`src/hdl/cbf_regs.svh`:
```
// constants for the store, bit and flag execution unit
`ifndef CBF_REGS_SVH
`define CBF_REGS_SVH

// status flag bit positions
`define CBF_FLAG_C 3'h0
`define CBF_FLAG_Z 3'h1
`define CBF_FLAG_N 3'h2
`define CBF_FLAG_V 3'h3
`define CBF_FLAG_S 3'h4
`define CBF_FLAG_H 3'h5
`define CBF_FLAG_T 3'h6
`define CBF_FLAG_I 3'h7

// reset values
`define CBF_FLAGS_RESET 8'h00
`define CBF_GPR_RESET 8'h00
`define CBF_SP_RESET 16'hFFFF

// fixed register indices
`define CBF_REG_R0 5'h00
`define CBF_PTR_LO 5'h1E
`define CBF_PTR_HI 5'h1F

`endif

```
`src/hdl/cbf_pkg.sv`:
```
// types and decode helpers for the store, bit and flag execution unit
package cbf_pkg;

   typedef enum logic [4:0] {
      no_op = 5'h00,
      indirect_store_op = 5'h01,
      displacement_store_op = 5'h02,
      direct_store_op = 5'h03,
      program_memory_load_op = 5'h04,
      program_memory_load_reg_op = 5'h05,
      program_memory_load_inc_op = 5'h06,
      push_op = 5'h07,
      pop_op = 5'h08,
      io_bit_set_op = 5'h09,
      io_bit_clear_op = 5'h0A,
      shift_left_op = 5'h0B,
      shift_right_op = 5'h0C,
      rotate_left_through_carry = 5'h0D,
      rotate_right_through_carry = 5'h0E,
      arith_shift_right_op = 5'h0F,
      nibble_swap_op = 5'h10,
      generic_flag_set_op = 5'h11,
      generic_flag_clear_op = 5'h12,
      register_bit_to_flag_op = 5'h13,
      flag_to_register_bit_op = 5'h14,
      sleep_op = 5'h15,
      watchdog_restart_op = 5'h16
   } cbf_op_t;

   typedef enum logic [1:0] {
      CBF_IDLE = 2'h0,
      CBF_EXEC = 2'h1,
      CBF_MEM = 2'h2,
      CBF_WAIT = 2'h3
   } cbf_state_t;

   function automatic logic [7:0] cbf_bit_mask(input logic [2:0] idx);
      cbf_bit_mask = 8'h01 << idx;
   endfunction

   function automatic logic cbf_two_cycle(input cbf_op_t op);
      cbf_two_cycle = (op == indirect_store_op) || (op == displacement_store_op) ||
         (op == direct_store_op) || (op == push_op) || (op == pop_op) ||
         (op == io_bit_set_op) || (op == io_bit_clear_op);
   endfunction

   function automatic logic cbf_is_pm_load(input cbf_op_t op);
      cbf_is_pm_load = (op == program_memory_load_op) ||
         (op == program_memory_load_reg_op) || (op == program_memory_load_inc_op);
   endfunction

   function automatic logic cbf_is_shift(input cbf_op_t op);
      cbf_is_shift = (op == shift_left_op) || (op == shift_right_op) ||
         (op == rotate_left_through_carry) || (op == rotate_right_through_carry) ||
         (op == arith_shift_right_op);
   endfunction

endpackage

```
`src/hdl/cbf_exec_unit.sv`:
```
// execution unit for stores, program loads, stack, I/O bit and flag instructions
`timescale 1ns/1ps
`include "cbf_regs.svh"

////////////////////////////////////////////////////////////////////////////////
// Function
// - pre-decrement pointer, then store; two cycles
// - store at pointer plus displacement, two cycles
// - store at direct address, two cycles
// - program load into register, optional increment, three cycles
// - push register to stack, two cycles
// - pop stack byte into register, two cycles
// - set one I/O bit, two cycles
// - clear one I/O bit, two cycles
// - rotate left through carry, one cycle
// - rotate right through carry, one cycle
// - copy register bit into transfer flag
// - copy transfer flag into register bit
// - dedicated flag set and clear, one cycle
// - indexed status bit set or clear
// - sleep takes one cycle, flags kept
// - watchdog restart takes one cycle, flags kept
module cbf_exec_unit (
   // clock and reset
   input logic clk_in,
   input logic rst_in,
   // instruction handoff
   input logic op_valid_in,
   input cbf_pkg::cbf_op_t op_code_in,
   input logic [4:0] reg_sel_in,
   input logic [2:0] bit_sel_in,
   input logic [5:0] disp_in,
   input logic [15:0] direct_addr_in,
   input logic [5:0] io_addr_in,
   output logic ready_out,
   output logic done_out,
   // status
   output logic [7:0] status_flags_out,
   output logic [15:0] stack_ptr_out,
   output logic sleep_req_out,
   output logic wdt_restart_out,
   // data memory
   output logic [15:0] dmem_addr_out,
   output logic [7:0] dmem_wdata_out,
   output logic dmem_we_out,
   output logic dmem_re_out,
   input logic [7:0] dmem_rdata_in,
   // program memory
   output logic [15:0] pmem_addr_out,
   output logic pmem_re_out,
   input logic [7:0] pmem_rdata_in,
   // I/O registers
   output logic [5:0] io_addr_out,
   output logic io_re_out,
   output logic io_we_out,
   output logic [7:0] io_wdata_out,
   input logic [7:0] io_rdata_in
);

   cbf_pkg::cbf_state_t state;
   cbf_pkg::cbf_state_t next_state;
   cbf_pkg::cbf_op_t op_q;
   logic [4:0] reg_q;
   logic [2:0] bit_q;
   logic [5:0] disp_q;
   logic [15:0] addr_q;
   logic accept;
   logic [7:0] rd_data;
   logic [15:0] z_data;
   logic [4:0] rd_addr;
   logic wr_en;
   logic [4:0] wr_addr;
   logic [7:0] wr_data;
   logic z_we;
   logic [15:0] z_wdata;
   logic [7:0] sh_result;
   logic sh_c;
   logic sh_z;
   logic sh_n;
   logic sh_v;
   logic [7:0] op_mask;
   logic in_exec;

   assign accept = op_valid_in && ready_out;
   assign in_exec = (state == cbf_pkg::CBF_EXEC);
   assign op_mask = cbf_pkg::cbf_bit_mask(bit_q);
   // read port follows the new operand on accept, then holds it
   assign rd_addr = accept ? reg_sel_in : reg_q;

   ////////////////////////////////////////////////////////////////////////////////
   // sequencing

   always_comb
   begin
      next_state = state;
      unique case (state)
         cbf_pkg::CBF_IDLE:
            next_state = accept ? cbf_pkg::CBF_EXEC : cbf_pkg::CBF_IDLE;
         cbf_pkg::CBF_EXEC:
         begin
            if (cbf_pkg::cbf_is_pm_load(op_q))
               next_state = cbf_pkg::CBF_WAIT;
            else if (cbf_pkg::cbf_two_cycle(op_q))
               next_state = cbf_pkg::CBF_MEM;
            else
               next_state = cbf_pkg::CBF_IDLE;
         end
         cbf_pkg::CBF_WAIT:
            next_state = cbf_pkg::CBF_MEM;
         cbf_pkg::CBF_MEM:
            next_state = cbf_pkg::CBF_IDLE;
      endcase
   end

   always_ff @(posedge clk_in or posedge rst_in)
   begin
      if (rst_in)
      begin
         state <= cbf_pkg::CBF_IDLE;
         ready_out <= 1'b1;
         done_out <= 1'b0;
      end
      else
      begin
         state <= next_state;
         ready_out <= (next_state == cbf_pkg::CBF_IDLE);
         done_out <= (state != cbf_pkg::CBF_IDLE) && (next_state == cbf_pkg::CBF_IDLE);
      end
   end

   always_ff @(posedge clk_in or posedge rst_in)
   begin
      if (rst_in)
      begin
         op_q <= cbf_pkg::no_op;
         reg_q <= `CBF_REG_R0;
         bit_q <= 3'h0;
         disp_q <= 6'h00;
         addr_q <= 16'h0000;
      end
      else if (accept)
      begin
         op_q <= op_code_in;
         // the operand-less program load always targets register zero
         reg_q <= (op_code_in == cbf_pkg::program_memory_load_op) ? `CBF_REG_R0 : reg_sel_in;
         bit_q <= bit_sel_in;
         disp_q <= disp_in;
         addr_q <= direct_addr_in;
      end
   end

   ////////////////////////////////////////////////////////////////////////////////
   // datapath

   cbf_reg_file u_regs (
      .clk_in(clk_in),
      .rst_in(rst_in),
      .rd_addr_in(rd_addr),
      .rd_data_out(rd_data),
      .ptr_data_out(z_data),
      .wr_en_in(wr_en),
      .wr_addr_in(wr_addr),
      .wr_data_in(wr_data),
      .ptr_we_in(z_we),
      .ptr_wdata_in(z_wdata)
   );

   cbf_shift_unit u_shift (
      .op_in(op_q),
      .value_in(rd_data),
      .bit_sel_in(bit_q),
      .carry_in(status_flags_out[`CBF_FLAG_C]),
      .t_flag_in(status_flags_out[`CBF_FLAG_T]),
      .result_out(sh_result),
      .carry_out(sh_c),
      .zero_out(sh_z),
      .neg_out(sh_n),
      .ovf_out(sh_v)
   );

   always_comb
   begin
      wr_en = 1'b0;
      wr_addr = reg_q;
      wr_data = sh_result;
      z_we = 1'b0;
      z_wdata = z_data;
      if (in_exec && (cbf_pkg::cbf_is_shift(op_q) || op_q == cbf_pkg::nibble_swap_op ||
         op_q == cbf_pkg::flag_to_register_bit_op))
         wr_en = 1'b1;
      if (state == cbf_pkg::CBF_MEM && op_q == cbf_pkg::pop_op)
      begin
         wr_en = 1'b1;
         wr_data = dmem_rdata_in;
      end
      if (state == cbf_pkg::CBF_MEM && cbf_pkg::cbf_is_pm_load(op_q))
      begin
         wr_en = 1'b1;
         wr_data = pmem_rdata_in;
      end
      if (in_exec && op_q == cbf_pkg::indirect_store_op)
      begin
         z_we = 1'b1;
         z_wdata = z_data - 16'h0001;
      end
      if (in_exec && op_q == cbf_pkg::program_memory_load_inc_op)
      begin
         z_we = 1'b1;
         z_wdata = z_data + 16'h0001;
      end
   end

   ////////////////////////////////////////////////////////////////////////////////
   // data memory and stack

   always_ff @(posedge clk_in or posedge rst_in)
   begin
      if (rst_in)
      begin
         dmem_addr_out <= 16'h0000;
         dmem_wdata_out <= 8'h00;
         dmem_we_out <= 1'b0;
         dmem_re_out <= 1'b0;
      end
      else
      begin
         dmem_we_out <= 1'b0;
         dmem_re_out <= 1'b0;
         if (in_exec)
         begin
            dmem_wdata_out <= rd_data;
            unique case (op_q)
               cbf_pkg::indirect_store_op:
               begin
                  dmem_addr_out <= z_data - 16'h0001;
                  dmem_we_out <= 1'b1;
               end
               cbf_pkg::displacement_store_op:
               begin
                  dmem_addr_out <= z_data + {10'h000, disp_q};
                  dmem_we_out <= 1'b1;
               end
               cbf_pkg::direct_store_op:
               begin
                  dmem_addr_out <= addr_q;
                  dmem_we_out <= 1'b1;
               end
               cbf_pkg::push_op:
               begin
                  dmem_addr_out <= stack_ptr_out;
                  dmem_we_out <= 1'b1;
               end
               cbf_pkg::pop_op:
               begin
                  dmem_addr_out <= stack_ptr_out + 16'h0001;
                  dmem_re_out <= 1'b1;
               end
               default:
                  dmem_addr_out <= dmem_addr_out;
            endcase
         end
      end
   end

   // stack grows downward: push post-decrements, pop pre-increments
   always_ff @(posedge clk_in or posedge rst_in)
   begin
      if (rst_in)
         stack_ptr_out <= `CBF_SP_RESET;
      else if (in_exec && op_q == cbf_pkg::push_op)
         stack_ptr_out <= stack_ptr_out - 16'h0001;
      else if (in_exec && op_q == cbf_pkg::pop_op)
         stack_ptr_out <= stack_ptr_out + 16'h0001;
   end

   ////////////////////////////////////////////////////////////////////////////////
   // program memory and I/O bit access

   always_ff @(posedge clk_in or posedge rst_in)
   begin
      if (rst_in)
      begin
         pmem_addr_out <= 16'h0000;
         pmem_re_out <= 1'b0;
      end
      else
      begin
         pmem_re_out <= in_exec && cbf_pkg::cbf_is_pm_load(op_q);
         if (in_exec && cbf_pkg::cbf_is_pm_load(op_q))
            pmem_addr_out <= z_data;
      end
   end

   // read is issued on accept so the modify-write fits in two cycles
   always_ff @(posedge clk_in or posedge rst_in)
   begin
      if (rst_in)
      begin
         io_addr_out <= 6'h00;
         io_re_out <= 1'b0;
         io_we_out <= 1'b0;
         io_wdata_out <= 8'h00;
      end
      else
      begin
         io_re_out <= accept && (op_code_in == cbf_pkg::io_bit_set_op ||
            op_code_in == cbf_pkg::io_bit_clear_op);
         io_we_out <= in_exec && (op_q == cbf_pkg::io_bit_set_op ||
            op_q == cbf_pkg::io_bit_clear_op);
         if (accept)
            io_addr_out <= io_addr_in;
         if (in_exec && op_q == cbf_pkg::io_bit_set_op)
            io_wdata_out <= io_rdata_in | op_mask;
         else if (in_exec && op_q == cbf_pkg::io_bit_clear_op)
            io_wdata_out <= io_rdata_in & ~op_mask;
      end
   end

   ////////////////////////////////////////////////////////////////////////////////
   // status flags and system requests

   // single-flag set and clear forms arrive as the indexed set and clear
   always_ff @(posedge clk_in or posedge rst_in)
   begin
      if (rst_in)
         status_flags_out <= `CBF_FLAGS_RESET;
      else if (in_exec)
      begin
         if (cbf_pkg::cbf_is_shift(op_q))
         begin
            status_flags_out[`CBF_FLAG_C] <= sh_c;
            status_flags_out[`CBF_FLAG_Z] <= sh_z;
            status_flags_out[`CBF_FLAG_N] <= sh_n;
            status_flags_out[`CBF_FLAG_V] <= sh_v;
         end
         else if (op_q == cbf_pkg::register_bit_to_flag_op)
            status_flags_out[`CBF_FLAG_T] <= rd_data[bit_q];
         else if (op_q == cbf_pkg::generic_flag_set_op)
            status_flags_out <= status_flags_out | op_mask;
         else if (op_q == cbf_pkg::generic_flag_clear_op)
            status_flags_out <= status_flags_out & ~op_mask;
      end
   end

   always_ff @(posedge clk_in or posedge rst_in)
   begin
      if (rst_in)
      begin
         sleep_req_out <= 1'b0;
         wdt_restart_out <= 1'b0;
      end
      else
      begin
         sleep_req_out <= in_exec && op_q == cbf_pkg::sleep_op;
         wdt_restart_out <= in_exec && op_q == cbf_pkg::watchdog_restart_op;
      end
   end

   ////////////////////////////////////////////////////////////////////////////////
   // checks

   a_predec_store: assert property (@(posedge clk_in) disable iff (rst_in)
      in_exec && op_q == cbf_pkg::indirect_store_op |=>
      dmem_we_out && dmem_addr_out == $past(z_data) - 16'h0001 ##1 z_data == dmem_addr_out)
      else $error("pre-decrement store address or pointer wrong");

   a_disp_store: assert property (@(posedge clk_in) disable iff (rst_in)
      in_exec && op_q == cbf_pkg::displacement_store_op |=>
      dmem_we_out && dmem_addr_out == $past(z_data) + {10'h000, $past(disp_q)})
      else $error("displacement store address wrong");

   a_store_timing: assert property (@(posedge clk_in) disable iff (rst_in)
      accept && op_code_in == cbf_pkg::direct_store_op |->
      ##1 $stable(status_flags_out) ##1 dmem_we_out && $stable(status_flags_out)
      ##1 !dmem_we_out && ready_out)
      else $error("direct store not two cycles");

   a_pm_load_time: assert property (@(posedge clk_in) disable iff (rst_in)
      accept && cbf_pkg::cbf_is_pm_load(op_code_in) |->
      ##1 !ready_out [*3] ##1 ready_out && done_out)
      else $error("program load not three cycles");

   a_pop_sp: assert property (@(posedge clk_in) disable iff (rst_in)
      accept && op_code_in == cbf_pkg::pop_op |->
      ##2 dmem_re_out && dmem_addr_out == stack_ptr_out)
      else $error("pop address does not follow stack pointer");

   a_io_set: assert property (@(posedge clk_in) disable iff (rst_in)
      in_exec && op_q == cbf_pkg::io_bit_set_op |=>
      io_we_out && io_wdata_out == ($past(io_rdata_in) | $past(op_mask)))
      else $error("io bit set value wrong");

   a_rotate_carry: assert property (@(posedge clk_in) disable iff (rst_in)
      in_exec && op_q == cbf_pkg::rotate_left_through_carry |=>
      status_flags_out[`CBF_FLAG_C] == $past(rd_data[7]))
      else $error("rotate left carry wrong");

   a_flag_bit_set: assert property (@(posedge clk_in) disable iff (rst_in)
      in_exec && op_q == cbf_pkg::generic_flag_set_op |=>
      status_flags_out == ($past(status_flags_out) | $past(op_mask)))
      else $error("indexed flag set wrong");

   a_sleep_pulse: assert property (@(posedge clk_in) disable iff (rst_in)
      accept && op_code_in == cbf_pkg::sleep_op |->
      ##2 sleep_req_out && ready_out && $stable(status_flags_out) ##1 !sleep_req_out)
      else $error("sleep request not a single pulse");

endmodule

```
`src/hdl/cbf_reg_file.sv`:
```
// working register file, 32 x 8, registered reads plus pointer pair
`timescale 1ns/1ps
`include "cbf_regs.svh"

module cbf_reg_file (
   // clock and reset
   input logic clk_in,
   input logic rst_in,
   // operand read
   input logic [4:0] rd_addr_in,
   output logic [7:0] rd_data_out,
   output logic [15:0] ptr_data_out,
   // byte write
   input logic wr_en_in,
   input logic [4:0] wr_addr_in,
   input logic [7:0] wr_data_in,
   // pointer pair write
   input logic ptr_we_in,
   input logic [15:0] ptr_wdata_in
);

   logic [7:0] mem [0:31];

   genvar gi;
   generate
      for (gi = 0; gi < 32; gi++)
      begin : g_word
         // byte port wins over the pointer port on a clash
         always_ff @(posedge clk_in or posedge rst_in)
         begin
            if (rst_in)
               mem[gi] <= `CBF_GPR_RESET;
            else if (wr_en_in && wr_addr_in == 5'(gi))
               mem[gi] <= wr_data_in;
            else if (ptr_we_in && 5'(gi) == `CBF_PTR_LO)
               mem[gi] <= ptr_wdata_in[7:0];
            else if (ptr_we_in && 5'(gi) == `CBF_PTR_HI)
               mem[gi] <= ptr_wdata_in[15:8];
         end
      end
   endgenerate

   always_ff @(posedge clk_in or posedge rst_in)
   begin
      if (rst_in)
      begin
         rd_data_out <= `CBF_GPR_RESET;
         ptr_data_out <= {`CBF_GPR_RESET, `CBF_GPR_RESET};
      end
      else
      begin
         rd_data_out <= mem[rd_addr_in];
         ptr_data_out <= {mem[`CBF_PTR_HI], mem[`CBF_PTR_LO]};
      end
   end

endmodule

```
`src/hdl/cbf_shift_unit.sv`:
```
// shift, rotate, swap and bit-load datapath with flag results
`timescale 1ns/1ps

module cbf_shift_unit (
   // operation
   input cbf_pkg::cbf_op_t op_in,
   input logic [7:0] value_in,
   input logic [2:0] bit_sel_in,
   input logic carry_in,
   input logic t_flag_in,
   // results
   output logic [7:0] result_out,
   output logic carry_out,
   output logic zero_out,
   output logic neg_out,
   output logic ovf_out
);

   logic [7:0] mask;

   always_comb
   begin
      mask = cbf_pkg::cbf_bit_mask(bit_sel_in);
      result_out = value_in;
      carry_out = carry_in;
      unique case (op_in)
         cbf_pkg::shift_left_op:
         begin
            result_out = {value_in[6:0], 1'b0};
            carry_out = value_in[7];
         end
         cbf_pkg::shift_right_op:
         begin
            result_out = {1'b0, value_in[7:1]};
            carry_out = value_in[0];
         end
         cbf_pkg::rotate_left_through_carry:
         begin
            result_out = {value_in[6:0], carry_in};
            carry_out = value_in[7];
         end
         cbf_pkg::rotate_right_through_carry:
         begin
            result_out = {carry_in, value_in[7:1]};
            carry_out = value_in[0];
         end
         cbf_pkg::arith_shift_right_op:
         begin
            result_out = {value_in[7], value_in[7:1]};
            carry_out = value_in[0];
         end
         cbf_pkg::nibble_swap_op:
            result_out = {value_in[3:0], value_in[7:4]};
         cbf_pkg::flag_to_register_bit_op:
            result_out = t_flag_in ? (value_in | mask) : (value_in & ~mask);
         default:
            result_out = value_in;
      endcase
      zero_out = (result_out == 8'h00);
      neg_out = result_out[7];
      // overflow after a shift is sign xor carry
      ovf_out = result_out[7] ^ carry_out;
   end

endmodule

```
`config.mk`:
```
export PLATFORM = sky130hd
export DESIGN_NAME = cbf_exec_unit
export DESIGN_NICKNAME = d
export VERILOG_FILES = /design/src/hdl/cbf_pkg.sv /design/src/hdl/cbf_exec_unit.sv /design/src/hdl/cbf_reg_file.sv /design/src/hdl/cbf_shift_unit.sv
export VERILOG_INCLUDE_DIRS = /design/src /design/src/hdl
export SDC_FILE = /design/constraint.sdc
export NUM_CORES = 1
export LEC_CHECK = 0
export ABC_CLOCK_PERIOD_IN_PS = 15250
export BUFFER_PORTS_ARGS = -buffer_cell sky130_fd_sc_hd__buf_2
export CAP_MARGIN = 5
export CORE_MARGIN = 4
export CORE_UTILIZATION = 61
export CTS_CLUSTER_DIAMETER = 30
export DETAILED_ROUTE_END_ITERATION = 6
export PLACE_DENSITY = 0.87
export SYNTH_ARGS = -nofsm -noshare
export SYNTH_HDL_FRONTEND = slang
export SYNTH_SLANG_ARGS = --single-unit
```
`constraint.sdc`:
```
create_clock -name clk_in -period 15.25 [get_ports clk_in]
set_input_delay 0.7625 -clock clk_in [delete_from_list [all_inputs] [get_ports clk_in]]
set_output_delay 0.7625 -clock clk_in [all_outputs]
set_load 0.01 [all_outputs]
```
# After elaboration in Yosys (flattened, before gate mapping)
# Index checks and enable logic that the tools add are counted.
# totals
out_inout_bits	87
regBits	404
elab_cells	262
in_bits	68
# classes
add_sub_neg	5
shift	1
n_bitwise	11
eq_ne	60
muxes	41
magnitude_cmp	2
n_reduce_logical	84
# ops
cell	count
$eq 5x5->1 const B	23
$mux 8	13
$eq 5x4->1 const B	18
$pmux 16 s5	1
$mux 16	4
$pmux 8 s7	1
$logic_and 1x1->1	48
$eq 5x3->1 const B	9
$bmux 8 s5	1
$add 16x1->16 const B	2
$sub 16x1->16 const B	2
$and 8x8->8	3
$or 8x8->8	3
$eq 5x2->1 const B	4
$add 16x6->16	1
$logic_or 1x1->1	16
$mux 1	12
$reduce_bool 2->1	6
$eq 5x1->1 const B	2
$mux 5	2
$logic_not 8->1	1
$mux 4	2
$not 8->8	1
$pmux 2 s4	1
22 further kinds	28

# Depth between registers and ports, before layout
# Gate-level depths: netlist (run 1).
# depth
ltp_word	13
depth_mapped	10
depth_no_buf	8

# Modules after synthesis
# A second synthesis (run 1) with hierarchy kept.
# hier_totals
hier_cells	1626
area_unflattened_um2	20654.8
# modules_own_cells
mod	area_each_um2	cells_per_inst	seq_area_each_um2	n_inst
cbf_reg_file	12490.7	745	7006.7	1
cbf_exec_unit	7464.7	779	3124.2	1
cbf_shift_unit	699.4	102	0.0	1

# Worst setup path before layout (run 1)
# OpenSTA, ideal clock, no wires.
# synth_timing
path_kind	input port to flip-flop
startpoint	in op_valid_in
endpoint	reg u_regs.rd_data_out[1]
stages	8
required_time_ps	15127
arrival_time_ps	2504
slack_ps	12623
n_path_buf	2
setup_time_ps	123
path_cell_list	nand2_1 > mux2i_1 > buf_2 > buf_4 > mux4_2 > nand2_1 > nand2_1 > o221a_2
# synth_between
elab_chain_cells	6
# synth_lines
element	line_no	source
from (decl)	cbf_exec_unit.sv:28	input logic op_valid_in,
$logic_and 1x1->1	cbf_exec_unit.sv:84	assign accept = op_valid_in && ready_out;
$mux 5	cbf_exec_unit.sv:88	assign rd_addr = accept ? reg_sel_in : reg_q;
$not 5->6 (implied by the code)	cbf_reg_file.sv:52	rd_data_out <= mem[rd_addr_in];
$bmux 8 s5	cbf_reg_file.sv:52	
$mux 8 (implied by the code) (2 in series)	cbf_reg_file.sv:52	
to (signal assigned)	cbf_reg_file.sv:47	rd_data_out <= `CBF_GPR_RESET;
to (signal assigned)	cbf_reg_file.sv:52	
to (decl)	cbf_reg_file.sv:11	output logic [7:0] rd_data_out,
# Every way passes these cells. The select of a mux whose other input is x is not followed.
# A chain may end at the register's enable or synchronous reset.

# Worst setup path in the final report (run 1)
# layout_timing
startpoint	reg op_q[4]
endpoint	reg u_regs.mem[190] (netlist name)
# layout_between
elab_chain_cells	12
elab_cells_between_ends	29
classes_between	eq/ne (11); mux (6); reduce/logical (12)
# layout_lines
element	line_no	source
from (decl)	cbf_exec_unit.sv:62	cbf_pkg::cbf_op_t op_q;
from (signal assigned)	cbf_exec_unit.sv:135	op_q <= cbf_pkg::no_op;
from (signal assigned)	cbf_exec_unit.sv:143	op_q <= op_code_in;
$eq 5x4->1	cbf_pkg.sv:53, cbf_shift_unit.sv:26	
$logic_or 1x1->1 (2 in series)	cbf_pkg.sv:53	cbf_is_shift = (op == shift_left_op) || (op == shift_right_op) ||
$logic_or 1x1->1 (2 in series)	cbf_pkg.sv:54	(op == rotate_left_through_carry) || (op == rotate_right_through_carry) ||
$logic_or 1x1->1 (2 in series)	cbf_exec_unit.sv:188	if (in_exec && (cbf_pkg::cbf_is_shift(op_q) || op_q == cbf_pkg::nibble_swap_op ||
$logic_and 1x1->1	cbf_exec_unit.sv:188	
$mux 1	cbf_exec_unit.sv:188	
$mux 1	cbf_exec_unit.sv:191	if (state == cbf_pkg::CBF_MEM && op_q == cbf_pkg::pop_op)
$mux 1	cbf_exec_unit.sv:196	if (state == cbf_pkg::CBF_MEM && cbf_pkg::cbf_is_pm_load(op_q))
$logic_and 1x1->1	cbf_reg_file.sv:33	else if (wr_en_in && wr_addr_in == 5'(gi))
to (signal, indexed assignment)	cbf_reg_file.sv:32	mem[gi] <= `CBF_GPR_RESET;
to (signal, indexed assignment)	cbf_reg_file.sv:34	mem[gi] <= wr_data_in;
to (signal, indexed assignment)	cbf_reg_file.sv:36	mem[gi] <= ptr_wdata_in[7:0];
to (decl)	cbf_reg_file.sv:22	logic [7:0] mem [0:31];
# Parallel ways exist; a longest one is shown, timed or not.

==> results of run 1 <==
-- final cells by class --
type / count / area, um^2
Timing Repair Buffer: 172 / 938.4
Inverter: 25 / 101.3
Clock buffer: 99 / 2291
Clock inverter: 58 / 629.4
Tap cell: 448 / 560.5
Fill cell: 2261 / 9091
Sequential cell: 404 / 10130
Multi-Input combinational cell: 1465 / 9789
-- cells by family after synthesis --
group | Yosys count | share of synthesized area [%]
and+or+nand+nor | 675 | 15.71
AOI/OAI and AO/OA | 565 | 17.73
buffers and inverters | 189 | 4.147
adders and majority gates | 12 | 0.7474
xor gates and xnor gates | 46 | 1.941
DFF | 404 | 48.81
muxes | 167 | 10.92
-- critical path, stage by stage (launching register included) --
cell and delay, ns:
dfrtp_1 0.93, or4b_4 0.59, a21boi_1 0.21, o22ai_4 0.54, nand4b_1 0.77, nand2_1 0.32
o21ai_0 0.14
-- cell usage after synthesis (14+ instances only) --
library cell / n / area share [%]
o211ai_1: 14 / 0.51
clkbuf_1: 94 / 1.7
nand4_1: 27 / 0.81
o22ai_1: 27 / 0.81
mux2i_1: 52 / 2.5
a221oi_1: 17 / 0.72
dfstp_2: 17 / 2.2
a211oi_1: 20 / 0.72
o31ai_1: 23 / 0.83
dfrtp_1: 387 / 47
xnor2_1: 26 / 1.1
buf_2: 41 / 0.99
mux2_2: 75 / 4.1
inv_1: 24 / 0.43
a21oi_1: 47 / 1.1
nor2_1: 92 / 1.7
nand2b_1: 22 / 0.66
o21ai_0: 213 / 5.1
mux4_2: 40 / 4.3
nor3_1: 24 / 0.58
nand3_1: 47 / 1.1
nand2_1: 337 / 6.1
nor2b_1: 14 / 0.42
and3_1: 18 / 0.54
xor2_1: 20 / 0.84
o21ai_1: 45 / 1.1
o21ai_2: 30 / 1.3
-- power by group through the flow --
stage / Sequential (mW) / Clock, mW / Combinational (mW)
2_1_floorplan: 1.77 / 0 / 1.53
3_5_place_dp: 1.96 / 0 / 1.99
4_1_cts: 1.96 / 1.87 / 2.04
5_1_grt: 2.03 / 1.93 / 2.26
3_3_place_gp: 1.94 / 0 / 1.92
6_report: 1.99 / 1.86 / 2.08
-- metrics by stage --
stage               utilization, %  worst slack (ns)  hold slack, ns
floorplan                        -             3.278          0.3687
global placement             64.10             11.59          0.3834
detailed placement           64.10             11.44          0.3931
CTS                          72.81             11.65          0.3652
global route                 72.89             11.35          0.3886
finish                       72.89             11.60          0.3494
-- sequential cells by signal, indices dropped and copies added (netlist names), 3 cells and up, named ones only --
register / flops
io_addr_out: 6
disp_q: 6
pmem_addr_out: 16
addr_q: 16
stack_ptr_out: 16
op_q: 5
u_regs.mem: 256
io_wdata_out: 8
u_regs.ptr_data_out: 16
dmem_wdata_out: 8
u_regs.rd_data_out: 8
bit_q: 3
reg_q: 5
dmem_addr_out: 16
-- final timing paths --
check / startpoint / endpoint / slack (ns) / cells after the start
worst min register to register: u_regs.mem[8]$_DFFE_PP0P_ / u_regs.ptr_data_out[0]$_DFF_PP0_ / 0.41 / 0
worst max register to register: op_q[4]$_DFFE_PP0P_ / u_regs.mem[190]$_DFFE_PP0P_ / 11.60 / 6
worst max-delay path: op_q[4]$_DFFE_PP0P_ / u_regs.mem[190]$_DFFE_PP0P_ / 11.60 / 6
max in group asynchronous: rst_in / u_regs.rd_data_out[6]$_DFF_PP0_ / 12.28 / 4
worst min-delay path: rst_in / u_regs.mem[187]$_DFFE_PP0P_ / 0.35 / 2
min in group clk_in: op_code_in[4] / io_re_out$_DFF_PP0_ / 0.39 / 2
-- routing by layer --
layer,part of all wire (%),wire length [um],up-vias
li1,-,-,7726
met1,38,24130,8833
met2,48,30400,1196
met3,9.4,6000,285
met4,4.7,2992,0
met5,0,0,-
-- layout by cell type, fill, tap and decap left out, types with 23 or more instances in the layout --
master / n
nor2_1: 92
nand2_1: 334
nand3_1: 47
mux2_2: 75
clkbuf_16: 86
o21ai_0: 213
o21ai_2: 30
o31ai_1: 23
a21oi_1: 47
mux4_2: 40
o22ai_1: 27
nor3_1: 24
o21ai_1: 45
buf_2: 154
nand4_1: 27
inv_1: 23
xnor2_1: 26
dfrtp_1: 387
mux2i_1: 51
==> flow_summary.json, run 1 <==
{
  "row_count": 67,
  "dieArea_mm2": 0.03704,
  "comb_power_share_pct": 35.1,
  "dp_hpwl_um": 40180,
  "grt.met2_usage_pct": 56.03,
  "coreArea_mm2": 0.03353,
  "route.detailed.drc": 1,
  "p_total_mw": 5.932,
  "met3_usage_pct": 8.032,
  "violations": "design-rule violations",
  "drt_first_pass_iters": 7,
  "io_pins": 155,
  "drive_above_1_share_pct": 23.80,
  "die_h_um": 192.5,
  "arrival_ns": 4.09,
  "cts_buffers": 84,
  "vias_per_cell": 6.754,
  "maxCapViolations": 0,
  "worst_pin_slew_ns": 1.265,
  "post-route-cell-area_mm2": 0.02444,
  "clockBufferDepth": 3,
  "grt_pass1_wl_um": 100900,
  "max_slew_margin_pct": 15.32,
  "avgSynthCellArea_um2": 10.09,
  "clk_latency_ns": 0.60,
  "drv_slew": 0,
  "finalSetupViolations": 0,
  "wl_per_cell_um": 23.78,
  "finalHoldViolCount": 0,
  "routed_wl_um": 63520,
  "cp-end-kind": "flop",
  "antenna_found_initial": 0,
  "cts_sinks": 404,
  "yosysSeqAreaShare_pct": 48.81,
  "synth_edf_count": 0,
  "n_antenna_cell": 0,
  "p_leak_nw": 10.55,
  "ys_ff_latch": 404,
  "post_cts_resized": 0,
  "die_width_um": 192.5,
  "root_buffer": "clkbuf_16",
  "dpl.cell_count": 2513,
  "tns_ns": 0,
  "dr.first_iter.drc_count": 2113,
  "layout.cells.non_filler": 2671,
  "async_flop_share_pct": 100.0,
  "routabilityCongestion": 0.9851,
  "grt_max_degree": 202,
  "port_buffers": 154,
  "p_seq_share_pct": 33.5,
  "power.switching_mw": 2.368,
  "synth_area_mm2": 0.02076,
  "clkTransAtPathRegs_ns": 0.05,
  "hold_class": "in -> async",
  "synth_ff_type": "dfrtp_1",
  "peakVddDrop_v": 0.0001437,
  "grt_util_met1_pct": 44.46,
  "skew_ns": 0.02334,
  "synth_cells": 2058,
  "period_needed_ns": 3.654,
  "cts_setup_buffers": 0,
  "syn_nets": 2137,
  "num-nets-final": 2231,
  "grt_setup_unrepaired": "no",
  "start_util_pct": 61.90,
  "overflow": 0,
  "dpl_cell_area_mm2": 0.02149,
  "grt_use_total_pct": 34.49,
  "holdBufCountCts": 0,
  "clock_power_share_pct": 31.3,
  "worstPathMaxFanout": 30,
  "swShare_pct": 39.93,
  "critPathLaunchType": "flop",
  "area_growth_pct": 17.75,
  "synth.distinct_cells": 99,
  "required_ns": 15.69,
  "status": "finished, violations left",
  "p_per_area_mw_per_mm2": 242.7,
  "period_share_pct": 23.96,
  "cts_tree": "done",
  "grt_pass1_vias": 18240,
  "p_int_mw": 3.563,
  "yosys_warnings": 0,
  "gr-max-usage-layer": "met2",
  "postRouteAntennaNets": 0,
  "path_class": "reg -> reg",
  "cts_max_level": 3,
  "vias": 18040,
  "fmax_mhz": 273.7
}
(Power assumes the default switching activity.)
==> run 2: changes to the inputs <==
Settings changed: ABC_CLOCK_PERIOD_IN_PS 15250 to 3300, CORE_UTILIZATION 61 to 55, PLACE_DENSITY 0.87 to 0.83.
Clock period 15.25 ns to 3.3 ns, I/O delays scaled along.
==> flow_summary.json, run 2 (synthesized netlist as in run 1, its figures left out) <==
{
  "status": "completed",
  "io_pins": 155,
  "area_growth_pct": 23.22,
  "hold_path_depth": 3,
  "drt_first_pass_iters": 6,
  "dieArea_mm2": 0.04091,
  "coreArea_mm2": 0.03696,
  "cp-startpoint": "op_q[0]$_DFFE_PP0P_",
  "start_util_pct": 56.16,
  "vias": 18350,
  "routabilityCongestion": 0.9522,
  "min_from": "reg_sel_in[4]",
  "r2r_cells": 6,
  "hold_class": "in -> reg",
  "cp-end-kind": "flop",
  "num-nets-final": 2341,
  "r2r-end": "u_regs.mem[0]$_DFFE_PP0P_",
  "cts_sinks": 404,
  "largest_register": "u_regs.mem",
  "grt_use_total_pct": 31.94,
  "antenna_found_initial": 0,
  "cts_max_level": 3,
  "peakVddDrop_v": 0.0006537,
  "worst_pin_slew_ns": 1.006,
  "required_ns": 3.76,
  "mostFrequentLayoutCell": "dfrtp_1",
  "route.detailed.drc": 0,
  "critPathLaunchType": "flop",
  "n_antenna_cell": 0,
  "wl_per_cell_um": 23.48,
  "vias_per_cell": 6.473,
  "drv_slew": 0,
  "maxCapViolations": 0,
  "place_ws_ns": 0.1091,
  "die_width_um": 202.3,
  "clkTransAtPathRegs_ns": 0.05,
  "clk_latency_ns": 0.60,
  "grt_max_degree": 107,
  "finalHoldViolCount": 0,
  "layout.cells.non_filler": 2835,
  "r2r_setup_slack_ns": 0.21,
  "cts_tree": "done",
  "clockBufferDepth": 3,
  "max_slew_margin_pct": 32.29,
  "fmax_mhz": 323.2,
  "path_class": "reg -> reg",
  "overflow": 0,
  "routed_wl_um": 66570,
  "root_buffer": "clkbuf_16",
  "dp_hpwl_um": 42640,
  "layout_common_cells": "387 x dfrtp_1, 334 x nand2_1, 213 x o21ai_0",
  "grt_pass1_wl_um": 104400,
  "cts_buffers": 84,
  "skew_ns": 0.02812,
  "die_h_um": 202.3,
  "worstPathMaxFanout": 19,
  "whs_endpoint": "reg_q[4]$_DFFE_PP0P_",
  "p_per_area_mw_per_mm2": 1100,
  "port_buffers": 154,
  "postRouteAntennaNets": 0,
  "regToRegStartpoint": "op_q[0]$_DFFE_PP0P_",
  "worst_slack_ns": 0.2061,
  "drive_above_1_share_pct": 25.14,
  "grt_setup_unrepaired": "no",
  "dr.first_iter.drc_count": 1881,
  "row_count": 70,
  "largest_reg_flops": 256,
  "dpl.cell_count": 2633,
  "grt_pass1_vias": 18510,
  "period_needed_ns": 3.094,
  "worst_hold_slack_ns": 0.03286,
  "p_leak_nw": 11.07,
  "period_share_pct": 93.75,
  "finalSetupViolations": 0,
  "arrival_ns": 3.55
}
==> run 2: cell count changes in the layout (fill, tap and decap cells not counted), sizes merged <==
cell and change:
clkinvlp +4, bufinv +3, buf +63, clkinv -5, clkbuf +2, dlygate4sd3 +47
inv -6
==> run 2: repair_timing <==
action                                 4_1_cts  5_1_grt
hold buffers                                47        0
setup endpoints to repair                    0       22
setup buffers                                0        0
endpoints found under the hold margin       70        0
resized for setup                            0        2
==> run 2: report_power, final <==
part           switching (mW)  internal, mW
sequential               1.91          7.03
combinational            6.35          4.11
clock                    2.93          5.81
total                    11.2          16.9
==> run 2: metal layers <==
metal	track usage (%)	wire length [um]	vias to the layer above	part of all wire, %
met2	52.24	32170	1158	48
met1	41.37	25420	9024	38
met4	13.99	2567	0	3.9
met3	6.931	6408	223	9.6
li1	-	-	7945	-
met5	0	0	-	0
==> run 2: worst max-delay path by stage <==
stage	endpoint	slack [ns]
global route	u_regs.mem[68]$_DFFE_PP0P_	0.006
detailed placement	u_regs.rd_data_out[3]$_DFF_PP0_	0.11
global placement	u_regs.rd_data_out[3]$_DFF_PP0_	0.19
finish	u_regs.mem[0]$_DFFE_PP0P_	0.21
CTS	u_regs.rd_data_out[3]$_DFF_PP0_	0.09
floorplan	asynchronous set/reset pin	-2.29
==> run 2: critical path: stages (launching register included) <==
cell      delay (ns)
dfrtp_1         0.60
or4b_4          0.67
a21boi_1        0.20
o22ai_4         0.49
nand4_2         0.49
a32oi_1         0.36
o21ai_0         0.13
==> run 2: area by class of cell <==
cell class	instances	area, um^2
clock buffers	101	2266
clock inverters	54	686.9
fillers	2649	11380
inverters	25	97.59
multi-input cells	1465	9804
flip-flops and latches	404	10130
well taps	504	630.6
repair buffers	282	1962
==> run 2: stage by stage <==
stage	TNS (ns)	utilization [%]	cell area (um^2)	total power [mW]
final	0	69.20	25580	28.14
after global routing	0	69.20	25580	29.41
after CTS	0	69.16	25560	27.85
after detailed placement	0	59.90	22140	18.85
after global placement	0	59.90	22140	18.43
after floorplan	-900.91	-	20760	15.27
